--- src/tpd_pkg.sv ---
package tpd_pkg;

  // Port geometry
  localparam int unsigned ADDR_W    = 10;
  localparam int unsigned DATA_W    = 16;
  localparam int unsigned REG_COUNT = 16;
  localparam int unsigned IDX_W     = 4;

  // Frequencies in kHz
  localparam int unsigned REF_W     = 24;
  localparam int unsigned FREQ_W    = 32;
  localparam int unsigned RATE_W    = 33;

  // Register indices into the storage array
  localparam logic [IDX_W-1:0] IDX_QA_CFG0 = 4'h0;
  localparam logic [IDX_W-1:0] IDX_SH_CFG0 = 4'h1;
  localparam logic [IDX_W-1:0] IDX_QA_CFG1 = 4'h2;
  localparam logic [IDX_W-1:0] IDX_QA_CFG2 = 4'h3;
  localparam logic [IDX_W-1:0] IDX_QA_FB   = 4'h4;
  localparam logic [IDX_W-1:0] IDX_QA_REF  = 4'h5;
  localparam logic [IDX_W-1:0] IDX_CH_FB   = 4'h6;
  localparam logic [IDX_W-1:0] IDX_CH_REF  = 4'h7;
  localparam logic [IDX_W-1:0] IDX_RX_DIV  = 4'h8;
  localparam logic [IDX_W-1:0] IDX_TX_DIV  = 4'h9;
  localparam logic [IDX_W-1:0] IDX_QB_CFG0 = 4'ha;
  localparam logic [IDX_W-1:0] IDX_SH_CFG1 = 4'hb;
  localparam logic [IDX_W-1:0] IDX_QB_CFG1 = 4'hc;
  localparam logic [IDX_W-1:0] IDX_QB_CFG2 = 4'hd;
  localparam logic [IDX_W-1:0] IDX_QB_FB   = 4'he;
  localparam logic [IDX_W-1:0] IDX_QB_REF  = 4'hf;

  // Port addresses, in index order
  localparam logic [ADDR_W-1:0] REG_ADDR [REG_COUNT] = '{
    10'h008, 10'h009, 10'h010, 10'h011, 10'h014, 10'h018, 10'h028, 10'h02a,
    10'h063, 10'h07c, 10'h088, 10'h089, 10'h090, 10'h091, 10'h094, 10'h098};

  // Words that belong to the second quad PLL only
  localparam logic [REG_COUNT-1:0] QB_ONLY_MASK = 16'hf800;
  localparam logic [DATA_W-1:0]    REG_RESET    = 16'h0000;

  // Field positions and widths
  localparam int unsigned DIV_ENC_W     = 3;
  localparam int unsigned NEW_TXDIV_LSB = 8;
  localparam int unsigned NEW_RXDIV_LSB = 0;
  localparam int unsigned OLD_TXDIV_LSB = 4;
  localparam int unsigned OLD_RXDIV_LSB = 0;
  localparam int unsigned QFB_W         = 8;
  localparam int unsigned QFB_LSB       = 0;
  localparam int unsigned QREF_W        = 5;
  localparam int unsigned QREF_LSB      = 7;
  localparam int unsigned CH_N2_W       = 8;
  localparam int unsigned CH_N2_LSB     = 8;
  localparam int unsigned CH_N1_BIT     = 7;
  localparam int unsigned CH_M_W        = 5;
  localparam int unsigned CH_M_LSB      = 11;

  // Encodings
  localparam logic [DIV_ENC_W-1:0] OUT_DIV_MAX_ENC = 3'h4;
  localparam logic [DIV_ENC_W-1:0] CH_DIV_MAX_ENC  = 3'h3;
  localparam int unsigned          FB_VAL_W        = 9;
  localparam int unsigned          M_VAL_W         = 6;
  localparam int unsigned          FIELD_OFFSET    = 2;
  localparam logic [4:0]           CODE_ONE_5      = 5'h10;
  localparam logic [7:0]           CODE_ONE_8      = 8'h10;
  localparam logic [QREF_W-1:0]    QREF_MAX_CODE   = 5'h02;
  localparam logic [CH_N2_W-1:0]   CH_N2_MAX_CODE  = 8'h03;
  localparam logic [CH_M_W-1:0]    CH_M_TWO_CODE   = 5'h00;
  localparam int unsigned          QFB_SET_N       = 8;
  localparam int unsigned QFB_LEGAL [QFB_SET_N] = '{16, 20, 32, 40, 64, 66, 80, 100};

  // Frequency relations
  localparam int unsigned QUAD_POST_DIV = 2;
  localparam int unsigned LINE_MULT     = 2;
  localparam int unsigned CH_N1_LOW     = 4;
  localparam int unsigned CH_N1_HIGH    = 5;
  localparam int unsigned CH_M_ONE      = 1;
  localparam int unsigned CH_M_TWO      = 2;
  localparam int unsigned QUAD_COUNT    = 2;
  localparam int unsigned DIR_COUNT     = 2;

  typedef enum logic [1:0] {
    SEL_QUAD_A  = 2'b00,
    SEL_QUAD_B  = 2'b01,
    SEL_CHANNEL = 2'b10
  } tpd_pll_sel_t;

  function automatic logic [IDX_W:0] reg_lookup(input logic [ADDR_W-1:0] addr);
    logic [IDX_W:0] res;
    res = '0;
    for (int i = 0; i < REG_COUNT; i++) begin
      if (addr == REG_ADDR[i]) begin
        res = {1'b1, IDX_W'(i)};
      end
    end
    return res;
  endfunction

  function automatic logic [FB_VAL_W-1:0] quad_fb_value(input logic [QFB_W-1:0] f);
    return FB_VAL_W'(f) + FB_VAL_W'(FIELD_OFFSET);
  endfunction

  function automatic logic quad_fb_legal(input logic [QFB_W-1:0] f);
    logic ok;
    ok = 1'b0;
    for (int i = 0; i < QFB_SET_N; i++) begin
      if (quad_fb_value(f) == FB_VAL_W'(QFB_LEGAL[i])) begin
        ok = 1'b1;
      end
    end
    return ok;
  endfunction

  function automatic logic [M_VAL_W-1:0] quad_ref_value(input logic [QREF_W-1:0] f);
    return (f == CODE_ONE_5) ? M_VAL_W'(CH_M_ONE) : M_VAL_W'(f) + M_VAL_W'(FIELD_OFFSET);
  endfunction

  function automatic logic [FB_VAL_W-1:0] chan_n2_value(input logic [CH_N2_W-1:0] f);
    return (f == CODE_ONE_8) ? FB_VAL_W'(CH_M_ONE) : FB_VAL_W'(f) + FB_VAL_W'(FIELD_OFFSET);
  endfunction

endpackage

--- src/tpd_quad_rate.sv ---
`timescale 1ns/10ps
module tpd_quad_rate
  import tpd_pkg::*;
(
  input  wire logic [REF_W-1:0]  ref_freq_khz,
  input  wire logic [QFB_W-1:0]  fb_field,
  input  wire logic [QREF_W-1:0] ref_field,
  output logic      [FREQ_W-1:0] pll_freq_khz
);

  localparam int unsigned PROD_W = REF_W + FB_VAL_W;

  logic [PROD_W-1:0] numer;
  logic [PROD_W-1:0] denom;
  logic [PROD_W-1:0] quot;

  // Output = reference * N / (M * 2)
  assign numer        = PROD_W'(ref_freq_khz) * PROD_W'(quad_fb_value(fb_field));
  assign denom        = PROD_W'(quad_ref_value(ref_field)) * PROD_W'(QUAD_POST_DIV);
  assign quot         = numer / denom;
  assign pll_freq_khz = quot[FREQ_W-1:0];

endmodule // tpd_quad_rate

--- src/tpd_line_rate.sv ---
`timescale 1ns/10ps
module tpd_line_rate
  import tpd_pkg::*;
(
  input  wire logic [FREQ_W-1:0]    pll_freq_khz,
  input  wire logic [DIV_ENC_W-1:0] div_enc,
  output logic      [RATE_W-1:0]    line_rate_khz
);

  logic [RATE_W-1:0] doubled;

  // D is a power of two, so the encoding is the shift
  assign doubled       = RATE_W'(pll_freq_khz) * RATE_W'(LINE_MULT);
  assign line_rate_khz = doubled >> div_enc;

endmodule // tpd_line_rate

--- src/tpd_divider_config.sv ---
`timescale 1ns/10ps
module tpd_divider_config
  import tpd_pkg::*;
(
  input  wire logic                mclk,
  input  wire logic                rst,
  input  wire logic                drp_en,
  input  wire logic                drp_we,
  input  wire logic [ADDR_W-1:0]   drp_addr,
  input  wire logic [DATA_W-1:0]   drp_di,
  output logic      [DATA_W-1:0]   drp_do,
  output logic                     drp_rdy,
  input  wire logic                older_family,
  input  wire logic [REF_W-1:0]    ref_freq_khz,
  input  wire tpd_pll_sel_t        tx_pll_select,
  input  wire tpd_pll_sel_t        rx_pll_select,
  output logic      [FREQ_W-1:0]   quad_a_freq_khz,
  output logic      [FREQ_W-1:0]   quad_b_freq_khz,
  output logic      [FREQ_W-1:0]   channel_freq_khz,
  output logic      [RATE_W-1:0]   tx_line_rate_khz,
  output logic      [RATE_W-1:0]   rx_line_rate_khz,
  output logic      [2:0]          fields_legal
);

  localparam int unsigned CH_PROD_W = REF_W + FB_VAL_W + 3;

  function automatic logic [FREQ_W-1:0] pick_pll(input tpd_pll_sel_t sel,
                                                 input logic [FREQ_W-1:0] qa,
                                                 input logic [FREQ_W-1:0] qb,
                                                 input logic [FREQ_W-1:0] ch);
    logic [FREQ_W-1:0] res;
    res = '0;
    case (sel)
      SEL_QUAD_A:  res = qa;
      SEL_QUAD_B:  res = qb;
      SEL_CHANNEL: res = ch;
      default:     res = '0;
    endcase
    return res;
  endfunction

  logic [DATA_W-1:0]    regs [REG_COUNT];
  logic [IDX_W:0]       lookup;
  logic                 hit_raw;
  logic [IDX_W-1:0]     hit_idx;
  logic                 qb_only;
  logic                 hit;
  logic                 wr_go;
  logic [DATA_W-1:0]    next_drp_do;

  // Port decode; the second quad PLL words other than IDX_QB_CFG0 vanish for the older family
  assign lookup      = reg_lookup(drp_addr);
  assign hit_raw     = lookup[IDX_W];
  assign hit_idx     = lookup[IDX_W-1:0];
  assign qb_only     = older_family && QB_ONLY_MASK[hit_idx];
  assign hit         = hit_raw && !qb_only;
  assign wr_go       = drp_en && drp_we && hit;
  assign next_drp_do = hit ? regs[hit_idx] : '0;

  // Storage words, one per mapped address
  genvar gi;
  generate
    for (gi = 0; gi < REG_COUNT; gi++) begin : g_reg
      always_ff @(posedge mclk or posedge rst) begin
        if (rst) begin
          regs[gi] <= REG_RESET;
        end else if (wr_go && hit_idx == IDX_W'(gi)) begin
          regs[gi] <= drp_di;
        end
      end
    end
  endgenerate

  // Answer one cycle after the enable; read data is the pre-write word
  always_ff @(posedge mclk or posedge rst) begin
    if (rst) begin
      drp_rdy <= 1'b0;
      drp_do  <= '0;
    end else begin
      drp_rdy <= drp_en;
      if (drp_en) begin
        drp_do <= next_drp_do;
      end
    end
  end

  // Output divider fields, placed by family
  logic [DIV_ENC_W-1:0] tx_div_enc;
  logic [DIV_ENC_W-1:0] rx_div_enc;
  logic [DIV_ENC_W-1:0] div_enc [DIR_COUNT];

  assign tx_div_enc = older_family ? regs[IDX_QB_CFG0][OLD_TXDIV_LSB +: DIV_ENC_W]
                                   : regs[IDX_TX_DIV][NEW_TXDIV_LSB +: DIV_ENC_W];
  assign rx_div_enc = older_family ? regs[IDX_QB_CFG0][OLD_RXDIV_LSB +: DIV_ENC_W]
                                   : regs[IDX_RX_DIV][NEW_RXDIV_LSB +: DIV_ENC_W];
  assign div_enc[0] = tx_div_enc;
  assign div_enc[1] = rx_div_enc;

  // Quad PLL divider fields
  logic [QFB_W-1:0]  qfb  [QUAD_COUNT];
  logic [QREF_W-1:0] qref [QUAD_COUNT];
  logic [FREQ_W-1:0] quad_freq [QUAD_COUNT];
  logic [FREQ_W-1:0] quad_b_eff;

  assign qfb[0]  = regs[IDX_QA_FB][QFB_LSB +: QFB_W];
  assign qref[0] = regs[IDX_QA_REF][QREF_LSB +: QREF_W];
  assign qfb[1]  = regs[IDX_QB_FB][QFB_LSB +: QFB_W];
  assign qref[1] = regs[IDX_QB_REF][QREF_LSB +: QREF_W];

  generate
    for (gi = 0; gi < QUAD_COUNT; gi++) begin : g_quad
      tpd_quad_rate u_quad (
        .ref_freq_khz (ref_freq_khz),
        .fb_field     (qfb[gi]),
        .ref_field    (qref[gi]),
        .pll_freq_khz (quad_freq[gi])
      );
    end
  endgenerate

  assign quad_b_eff = older_family ? '0 : quad_freq[1];

  // Channel PLL fields and output
  logic [CH_N2_W-1:0]   ch_n2_field;
  logic                 ch_n1_bit;
  logic [CH_M_W-1:0]    ch_m_field;
  logic [FB_VAL_W-1:0]  ch_n2_val;
  logic [2:0]           ch_n1_val;
  logic [1:0]           ch_m_val;
  logic [CH_PROD_W-1:0] ch_prod;
  logic [CH_PROD_W-1:0] ch_quot;
  logic [FREQ_W-1:0]    ch_freq_raw;

  assign ch_n2_field = regs[IDX_CH_FB][CH_N2_LSB +: CH_N2_W];
  assign ch_n1_bit   = regs[IDX_CH_FB][CH_N1_BIT];
  assign ch_m_field  = regs[IDX_CH_REF][CH_M_LSB +: CH_M_W];
  assign ch_n2_val   = chan_n2_value(ch_n2_field);
  assign ch_n1_val   = ch_n1_bit ? 3'(CH_N1_HIGH) : 3'(CH_N1_LOW);
  assign ch_m_val    = (ch_m_field == CH_M_TWO_CODE) ? 2'(CH_M_TWO) : 2'(CH_M_ONE);
  assign ch_prod     = CH_PROD_W'(ref_freq_khz) * CH_PROD_W'(ch_n1_val)
                       * CH_PROD_W'(ch_n2_val);
  assign ch_quot     = ch_prod / CH_PROD_W'(ch_m_val);
  assign ch_freq_raw = ch_quot[FREQ_W-1:0];

  // Line rates per direction from the selected PLL
  logic [FREQ_W-1:0] sel_freq  [DIR_COUNT];
  logic [RATE_W-1:0] line_rate [DIR_COUNT];

  assign sel_freq[0] = pick_pll(tx_pll_select, quad_freq[0], quad_b_eff, ch_freq_raw);
  assign sel_freq[1] = pick_pll(rx_pll_select, quad_freq[0], quad_b_eff, ch_freq_raw);

  generate
    for (gi = 0; gi < DIR_COUNT; gi++) begin : g_line
      tpd_line_rate u_line (
        .pll_freq_khz  (sel_freq[gi]),
        .div_enc       (div_enc[gi]),
        .line_rate_khz (line_rate[gi])
      );
    end
  endgenerate

  // Field legality flags for the configuring logic
  logic [2:0] next_fields_legal;
  logic       out_div_ok;
  logic       ch_div_ok;

  assign out_div_ok = (tx_div_enc <= OUT_DIV_MAX_ENC) && (rx_div_enc <= OUT_DIV_MAX_ENC);
  assign ch_div_ok  = (tx_div_enc <= CH_DIV_MAX_ENC) && (rx_div_enc <= CH_DIV_MAX_ENC);
  assign next_fields_legal[0] = quad_fb_legal(qfb[0]) && out_div_ok
                                && (qref[0] == CODE_ONE_5 || qref[0] <= QREF_MAX_CODE);
  assign next_fields_legal[1] = !older_family && quad_fb_legal(qfb[1]) && out_div_ok
                                && (qref[1] == CODE_ONE_5 || qref[1] <= QREF_MAX_CODE);
  assign next_fields_legal[2] = ch_div_ok
                                && (ch_n2_field == CODE_ONE_8 || ch_n2_field <= CH_N2_MAX_CODE)
                                && (ch_m_field == CODE_ONE_5 || ch_m_field == CH_M_TWO_CODE);

  always_ff @(posedge mclk or posedge rst) begin
    if (rst) begin
      quad_a_freq_khz  <= '0;
      quad_b_freq_khz  <= '0;
      channel_freq_khz <= '0;
      tx_line_rate_khz <= '0;
      rx_line_rate_khz <= '0;
      fields_legal     <= '0;
    end else begin
      quad_a_freq_khz  <= quad_freq[0];
      quad_b_freq_khz  <= quad_b_eff;
      channel_freq_khz <= ch_freq_raw;
      tx_line_rate_khz <= line_rate[0];
      rx_line_rate_khz <= line_rate[1];
      fields_legal     <= next_fields_legal;
    end
  end

  // Helpers for the checks below
  logic [DIV_ENC_W-1:0] di_tx_new;
  logic [DIV_ENC_W-1:0] di_rx_new;
  logic [DIV_ENC_W-1:0] di_tx_old;
  logic [FREQ_W-1:0]    qa_expect;
  logic [FREQ_W-1:0]    ch_expect_m2;

  assign di_tx_new    = drp_di[NEW_TXDIV_LSB +: DIV_ENC_W];
  assign di_rx_new    = drp_di[NEW_RXDIV_LSB +: DIV_ENC_W];
  assign di_tx_old    = drp_di[OLD_TXDIV_LSB +: DIV_ENC_W];
  assign qa_expect    = FREQ_W'((64'(ref_freq_khz) * 64'(quad_fb_value(qfb[0])))
                        / (64'(quad_ref_value(qref[0])) * 64'(QUAD_POST_DIV)));
  assign ch_expect_m2 = FREQ_W'((64'(ref_freq_khz) * 64'(CH_N1_LOW) * 64'(ch_n2_val))
                        / 64'(CH_M_TWO));
endmodule // tpd_divider_config

--- config.mk ---
export PLATFORM = sky130hd
export DESIGN_NAME = tpd_divider_config
export DESIGN_NICKNAME = d
export VERILOG_FILES = /design/src/tpd_pkg.sv /design/src/tpd_quad_rate.sv /design/src/tpd_line_rate.sv /design/src/tpd_divider_config.sv
export SDC_FILE = /design/constraint.sdc
export NUM_CORES = 2
export LEC_CHECK = 0
export BUFFER_PORTS_ARGS = -buffer_cell sky130_fd_sc_hd__buf_2
export CAP_MARGIN = 10
export CORE_UTILIZATION = 40
export CTS_CLUSTER_SIZE = 16
export DETAILED_ROUTE_END_ITERATION = 10
export GPL_TIMING_DRIVEN = 0
export HOLD_SLACK_MARGIN = 0.06
export PLACE_DENSITY = 0.53
export REMOVE_ABC_BUFFERS = 1
export SETUP_SLACK_MARGIN = 0.3
export SYNTH_ARGS = -nofsm -noshare
export SYNTH_HDL_FRONTEND = slang
export SYNTH_SLANG_ARGS = --single-unit
--- constraint.sdc ---
create_clock -name mclk -period 96.4 [get_ports mclk]
set_input_delay 19.28 -clock mclk [delete_from_list [all_inputs] [get_ports mclk]]
set_output_delay 19.28 -clock mclk [all_outputs]
set_load 0.05 [all_outputs]
==> Yosys cells after proc, flatten, opt, wreduce, memory -nomap -nowiden <==
Memory sizes are Yosys's and may differ from the RTL's.
Index checks and enable logic that the tools add are counted.
{ "totals": {"ff_bits": 438, "latchBits": 0, "mem_bits_rw": 0, "romBits": 16, "input_bits": 59, "output_inout_bits": 182, "wordCells": 190, "memories": 1} }
{ "classes": {"n_addsub": 5, "multipliers": 4, "n_div": 3, "magnitude_cmp": 9, "n_eq_ne": 55, "shifts": 2, "mux": 47, "bitwise_logic": 1, "n_reduce_logical": 39} }
{ "mem_list": {"columns": ["memory", "depth", "word_bits", "rd", "rd_ports_with_merged_regs", "write_ports", "line", "source"], "rows": [
  ["(name not given)", 16, 1, 1, 0, 0, "tpd_divider_config.sv:55", "assign qb_only = older_family && QB_ONLY_MASK[hit_idx];"]
]} }
{ "ops": {"columns": ["op", "n"], "rows": [
  ["case mux 32 bit (3 select lines)", 2],
  ["2-to-1 mux 5 bit", 16],
  ["equality test 9 x 7 -> 1 bit (second input constant)", 8],
  ["divider 33 x 7 -> 33 bit", 2],
  ["multiplier 24 x 9 -> 33 bit", 2],
  ["right shift 33 x 3 -> 33 bit", 2],
  ["binary-select mux 16 bit (select 4 bit)", 1],
  ["equality test 10 x 8 -> 1 bit (second input constant)", 6],
  ["2-to-1 mux 16 bit", 3],
  ["equality test 10 x 5 -> 1 bit (second input constant)", 4],
  ["divider 36 x 2 -> 36 bit", 1],
  ["equality test 9 x 5 -> 1 bit (second input constant)", 4],
  ["equality test 9 x 6 -> 1 bit (second input constant)", 4],
  ["multiplier 27 x 9 -> 36 bit", 1],
  ["equality test 4 bit (second input constant)", 8],
  ["2-to-1 mux 32 bit", 1],
  ["logical AND 1 bit", 29],
  ["adder 8 x 2 -> 9 bit (second input constant)", 3],
  ["multiplier 24 x 3 -> 27 bit", 1],
  ["equality test 10 x 4 -> 1 bit (second input constant)", 2],
  ["equality test 10 x 6 -> 1 bit (second input constant)", 2],
  ["equality test 10 x 7 -> 1 bit (second input constant)", 2],
  ["2-to-1 mux 1 bit", 18],
  ["equality test 4 x 3 -> 1 bit (second input constant)", 4],
  ["23 further kinds", 39]
]} }

==> Logic depth before layout (Yosys ltp) <==
{ "logic_depth": {"word_depth": 24, "mapped_depth": 473, "ltp_nobuf": 443} }

==> Cells and area by module <==
From an unflattened synthesis, not the netlist that was laid out.
{ "hier_totals": {"hier_cells": 13505, "hier_area_um2": 102475.8} }
{ "modules_own_cells": {"columns": ["module", "instances", "cells_per_inst", "area_per_inst_um2", "seq_area_each_um2"], "rows": [
  ["tpd_divider_config", 1, 6077, 49673.9, 10960.5],
  ["tpd_quad_rate at g_quad[0].u_quad", 1, 3594, 25445.7, 0.0],
  ["tpd_quad_rate at g_quad[1].u_quad", 1, 3536, 25294.3, 0.0],
  ["tpd_line_rate", 2, 149, 1031.0, 0.0]
]} }

==> Least setup slack after synthesis <==
No wires, ideal clock.
{ "synth_timing": {"path_type": "input to register", "start": "in ref_freq_khz[2]", "end": "reg rx_line_rate_khz[0]", "setup_time_ps": 128, "arrival_time_ps": 106382, "required_ps": 96272, "setup_slack_ps": -10110, "cell_stages": 450, "n_path_buf": 31, "cell_sequence": "clkbuf_1 clkbuf_1 nand2_1 fa_1 inv_1 ha_1 ha_1 inv_1 fa_1 inv_1 ha_1 fa_1 a21o_1 a21oi_1 o21bai_1 a21oi_1 o21bai_1 a21oi_1 [... 414 more ...] mux2_2 ha_1 a21o_1 a21oi_1 o21ai_0 a21o_1 a2111oi_0 o21ai_0 a211oi_1 o21ai_0 a2111oi_0 nand4_1 nor4_1 nand4_1 o21bai_1 a41oi_1 a31oi_1 o32ai_1"} }
{ "synth_via": {"elab_cells_between_ends": 10, "cone_classes": "mul: 4; div: 3; shift: 1; mux: 2"} }
{ "synth_lines": {"columns": ["item", "line", "source"], "rows": [
  ["start, declared", "tpd_divider_config.sv:14", "input wire logic [REF_W-1:0] ref_freq_khz,"],
  ["multiplier 24 x 9 -> 33 bit", "tpd_quad_rate.sv:18", "assign numer = PROD_W'(ref_freq_khz) * PROD_W'(quad_fb_value(fb_field));"],
  ["divider 33 x 7 -> 33 bit", "tpd_quad_rate.sv:20", "assign quot = numer / denom;"],
  ["via g_quad[0].u_quad.pll_freq_khz[31]", "tpd_quad_rate.sv:8", "output logic [FREQ_W-1:0] pll_freq_khz"],
  ["case mux 32 bit (3 select lines)", "tpd_divider_config.sv:33", "case (sel)"],
  ["right shift 33 x 3 -> 33 bit", "tpd_line_rate.sv:14", "assign line_rate_khz = doubled >> div_enc;"],
  ["via g_line[1].u_line.line_rate_khz[0]", "tpd_line_rate.sv:7", "output logic [RATE_W-1:0] line_rate_khz"],
  ["end signal, assigned", "tpd_divider_config.sv:190", "rx_line_rate_khz <= line_rate[1];"],
  ["end, declared", "tpd_divider_config.sv:21", "output logic [RATE_W-1:0] rx_line_rate_khz,"]
]} }
The timed path passes the listed nets, and every way through them passes these cells.
A chain may end at the register's enable or synchronous reset.

==> Worst setup path in the final report <==
{ "layout_timing": {"start": "in ref_freq_khz[11]", "end": "reg rx_line_rate_khz[0]"} }
Same word-level chain as after synthesis.

==> flow_metrics.py <==
metrics = {
    "layout": {
        "area_growth_pct": 19.0,
        "nets": 14800,
        "final_cell_mix": "nand2_1 (1,225), nor2_1 (1,076), buf_4 (817)",
        "drive_gt1_frac": 0.245,
        "design_area_um2": 118000,
        "fillers": 24200,
        "final_common_cell": "nand2_1",
    },
    "worst_setup_path": {
        "cp.required_ns": 96.94,
        "path_max_fanout": 20,
        "slowest_delay_ns": 0.69,
        "path_common_cell": "o21a_1",
        "crit_path_end_kind": "flop",
        "worstSetupStartpointType": "input pin",
        "r2r_cells": 473,
        "crit_path_start": "ref_freq_khz[11]",
        "cpMaxStageDelayCell": "fa_1",
        "crit_type": "in2reg",
        "crit_end": "rx_line_rate_khz[0]",
        "reg2reg_to": "rx_line_rate_khz[0]",
        "r2r_slack_ns": 15.28,
        "rr_startpoint": "qfb[9]",
        "worst_ep_arrival_time_ns": 98.08,
    },
    "outcome": {
        "violations": "capacitance limit, slew limit, setup timing",
        "status": "finished with violations",
    },
    "global_route": {
        "grt_pass1_wl_mm": 586,
        "grt_max_degree": 110,
        "antenna_found_initial": 29,
        "grt_usage": 0.295,
        "grt_pass1_vias": 98700,
        "gr-total-overflow": 0,
    },
    "synth": {
        "async_flop_share": 1.00,
        "syn_area_per_cell_um2": 7.77,
        "netlist_area_um2": 99300,
        "ys_seq_area_frac": 0.110,
        "synth_edf_count": 0,
        "synth.distinct_cells": 212,
        "synthCells": 12800,
        "ys_warn_count": 0,
        "synth-seq-cells": 438,
        "synth_flop_cell": "dfrtp_1",
    },
    "route": {
        "viasPerCell": 6.05,
        "ant_nets": 0,
        "drc": 0,
        "routed_wl_mm": 387,
        "drtIter0Drc": 7363,
        "via_count": 103000,
        "drt-wirelength-per-cell_um": 22.8,
        "dr.pass1.iters": 6,
    },
    "timing": {
        "rsz0062_at_grt": "true",
        "setup_viol": 5,
        "drv_slew": 1,
        "slew_headroom": -0.00956,
        "finalCritPeriodShare": 1.01,
        "setup_slack_ns": -1.14,
        "worstMarginPinSlew_ns": 1.47,
        "fmax_mhz": 10.3,
        "finalCriticalPeriod_ns": 97.54,
        "final-hold-violation-count": 0,
        "fin_worst_skew_ns": 0.0576,
    },
    "clock_tree": {
        "clk_pin_slew_worst_paths_ns": 0.06,
        "ctsLongestPathBuffers": 3,
        "cts_buffers": 54,
        "clock-sinks": 438,
        "clkLatencyLatePin_ns": 0.74,
        "h-tree-depth": 2,
        "clock-root-buffer": "clkbuf_16",
        "cts_tree": "yes",
    },
    "placed_design": {
        "placed_area_um2": 104000,
        "place.gp.congestion": 0.945,
        "dpl_worst_slack_ns": -37.24,
        "portBuffers": 240,
        "dp.final_hpwl_mm": 298,
    },
    "min_path": {
        "min-delay-path-class": "reg2reg",
        "min-delay-start": "regs[40]",
    },
    "floorplanning": {
        "die_w_um": 500,
        "die-area_um2": 250000,
        "placementRows": 182,
        "fp.dieH_um": 500,
        "core_um2": 246000,
        "io_pins": 241,
        "start_util": 0.403,
    },
    "flow_run": {
        "drv_cap": 2,
    },
}
-- critical path: cells and delay by family --
| family | cells | cell delay [ns] |
|---|---|---|
| compound gates | 192 | 31.83 |
| xor+xnor | 2 | 0.29 |
| fa+ha+maj | 33 | 10.09 |
| buf+inv | 114 | 13.71 |
| mux | 8 | 1.81 |
| simple gates | 119 | 20.85 |
-- layout make-up --
type | count | area, µm² | area share
Inverter | 766 | 3070 | 0.0260
Timing Repair inverter | 2 | 10.0 | 0.0000847
Tap cell | 3312 | 4140 | 0.0351
Clock inverter | 30 | 402 | 0.00340
Clock buffer | 70 | 1530 | 0.0130
Multi-Input combinational cell | 11100 | 87800 | 0.743
Timing Repair Buffer | 1217 | 10100 | 0.0852
Antenna cell | 57 | 143 | 0.00121
Sequential cell | 438 | 11000 | 0.0928
-- Yosys cell counts (50+ instances only) --
| cell type | count | area [µm²] |
|---|---|---|
| nand2_1 | 1266 | 4750 |
| nor2_1 | 1219 | 4580 |
| inv_1 | 729 | 2740 |
| a21oi_1 | 713 | 3570 |
| ha_1 | 642 | 8030 |
| nor3_1 | 561 | 2810 |
| fa_1 | 487 | 9750 |
| o21ai_0 | 454 | 2270 |
| dfrtp_1 | 438 | 11000 |
| xnor2_1 | 434 | 3800 |
| mux2_2 | 352 | 3960 |
| clkbuf_1 | 343 | 1290 |
| o21a_1 | 322 | 2420 |
| nand3_1 | 320 | 1600 |
| a211oi_1 | 222 | 1670 |
| mux2i_1 | 221 | 2210 |
| xor2_1 | 210 | 1840 |
| and2_1 | 204 | 1280 |
| nor2b_1 | 195 | 1220 |
| a31oi_1 | 191 | 1190 |
| nand4_1 | 187 | 1170 |
| or2_2 | 167 | 1040 |
| nand2b_1 | 160 | 1000 |
| o31ai_1 | 153 | 1150 |
| nor4_1 | 143 | 895 |
| a21o_1 | 124 | 931 |
| or3_1 | 101 | 632 |
| o211ai_1 | 99 | 743 |
| and3_1 | 96 | 601 |
| o21bai_1 | 94 | 706 |
| o22ai_1 | 79 | 494 |
| o21ai_1 | 68 | 340 |
| buf_6 | 59 | 664 |
| and4_1 | 53 | 464 |
| o31a_1 | 50 | 438 |
-- kinds of logic (layout without fill, tap and decap cells) --
logic type / Yosys count / count (layout) / share of synthesized area
DFF: 438 / 438 / 0.110
xor gates and xnor gates: 667 / 667 / 0.0612
and+or+nand+nor: 5268 / 5269 / 0.280
adders and majority gates: 1139 / 1139 / 0.180
AOI/OAI and AO/OA: 3411 / 3412 / 0.245
muxes: 596 / 596 / 0.0653
other: 0 / 57 / 0
buffers and inverters: 1270 / 2085 / 0.0578
-- layer usage --
layer  routed length [µm]  GRT usage  share of wire
met1               167000      0.383           0.43
met2               179000      0.490           0.46
met3                18500     0.0253          0.048
met4                22000      0.141          0.057
met5                   57          0        0.00015
-- stage by stage --
step	setup TNS [ns]	cells	utilization	hold slack [ns]
floorplan	-132.69	12300	-	0.473
global placement	-1822.89	15800	0.413	0.481
detailed placement	-879.21	15900	0.422	0.487
CTS	0	16500	0.458	0.501
global route	-27.38	17000	0.480	0.515
finish	-4.76	17000	0.480	0.496
-- worst min-delay path by stage --
stage / end / slack [ns] / depth (start not counted)
after floorplan: regs[100] / 0.47 / 1
after global placement: regs[231] / 0.48 / 1
after detailed placement: regs[34] / 0.49 / 1
after CTS: regs[34] / 0.50 / 1
after global routing: regs[162] / 0.51 / 1
final: regs[40] / 0.50 / 1
-- registers in the layout, indices dropped and copies added, names as in the netlist, 3 cells and up --
register,flops
rx_line_rate_khz,33
ch_n2_field,8
drp_do,16
regs,216
channel_freq_khz,32
quad_b_freq_khz,32
quad_a_freq_khz,32
tx_line_rate_khz,33
qfb,16
fields_legal,3
ch_m_field,5
qref,10
-- timing repair --
item                                    in CTS  in global routing
buffers inserted                           492                365
cloned                                       5                 12
endpoints found under the hold margin        0                  0
pin swaps                                  263                471
endpoints found under the setup margin      48                 18
hold buffers                                 0                  0
resized for setup                          742                487
Power is left out: the tool's default activity adds up to more than one toggle a clock period on the data nets, which glitch-free logic cannot reach.
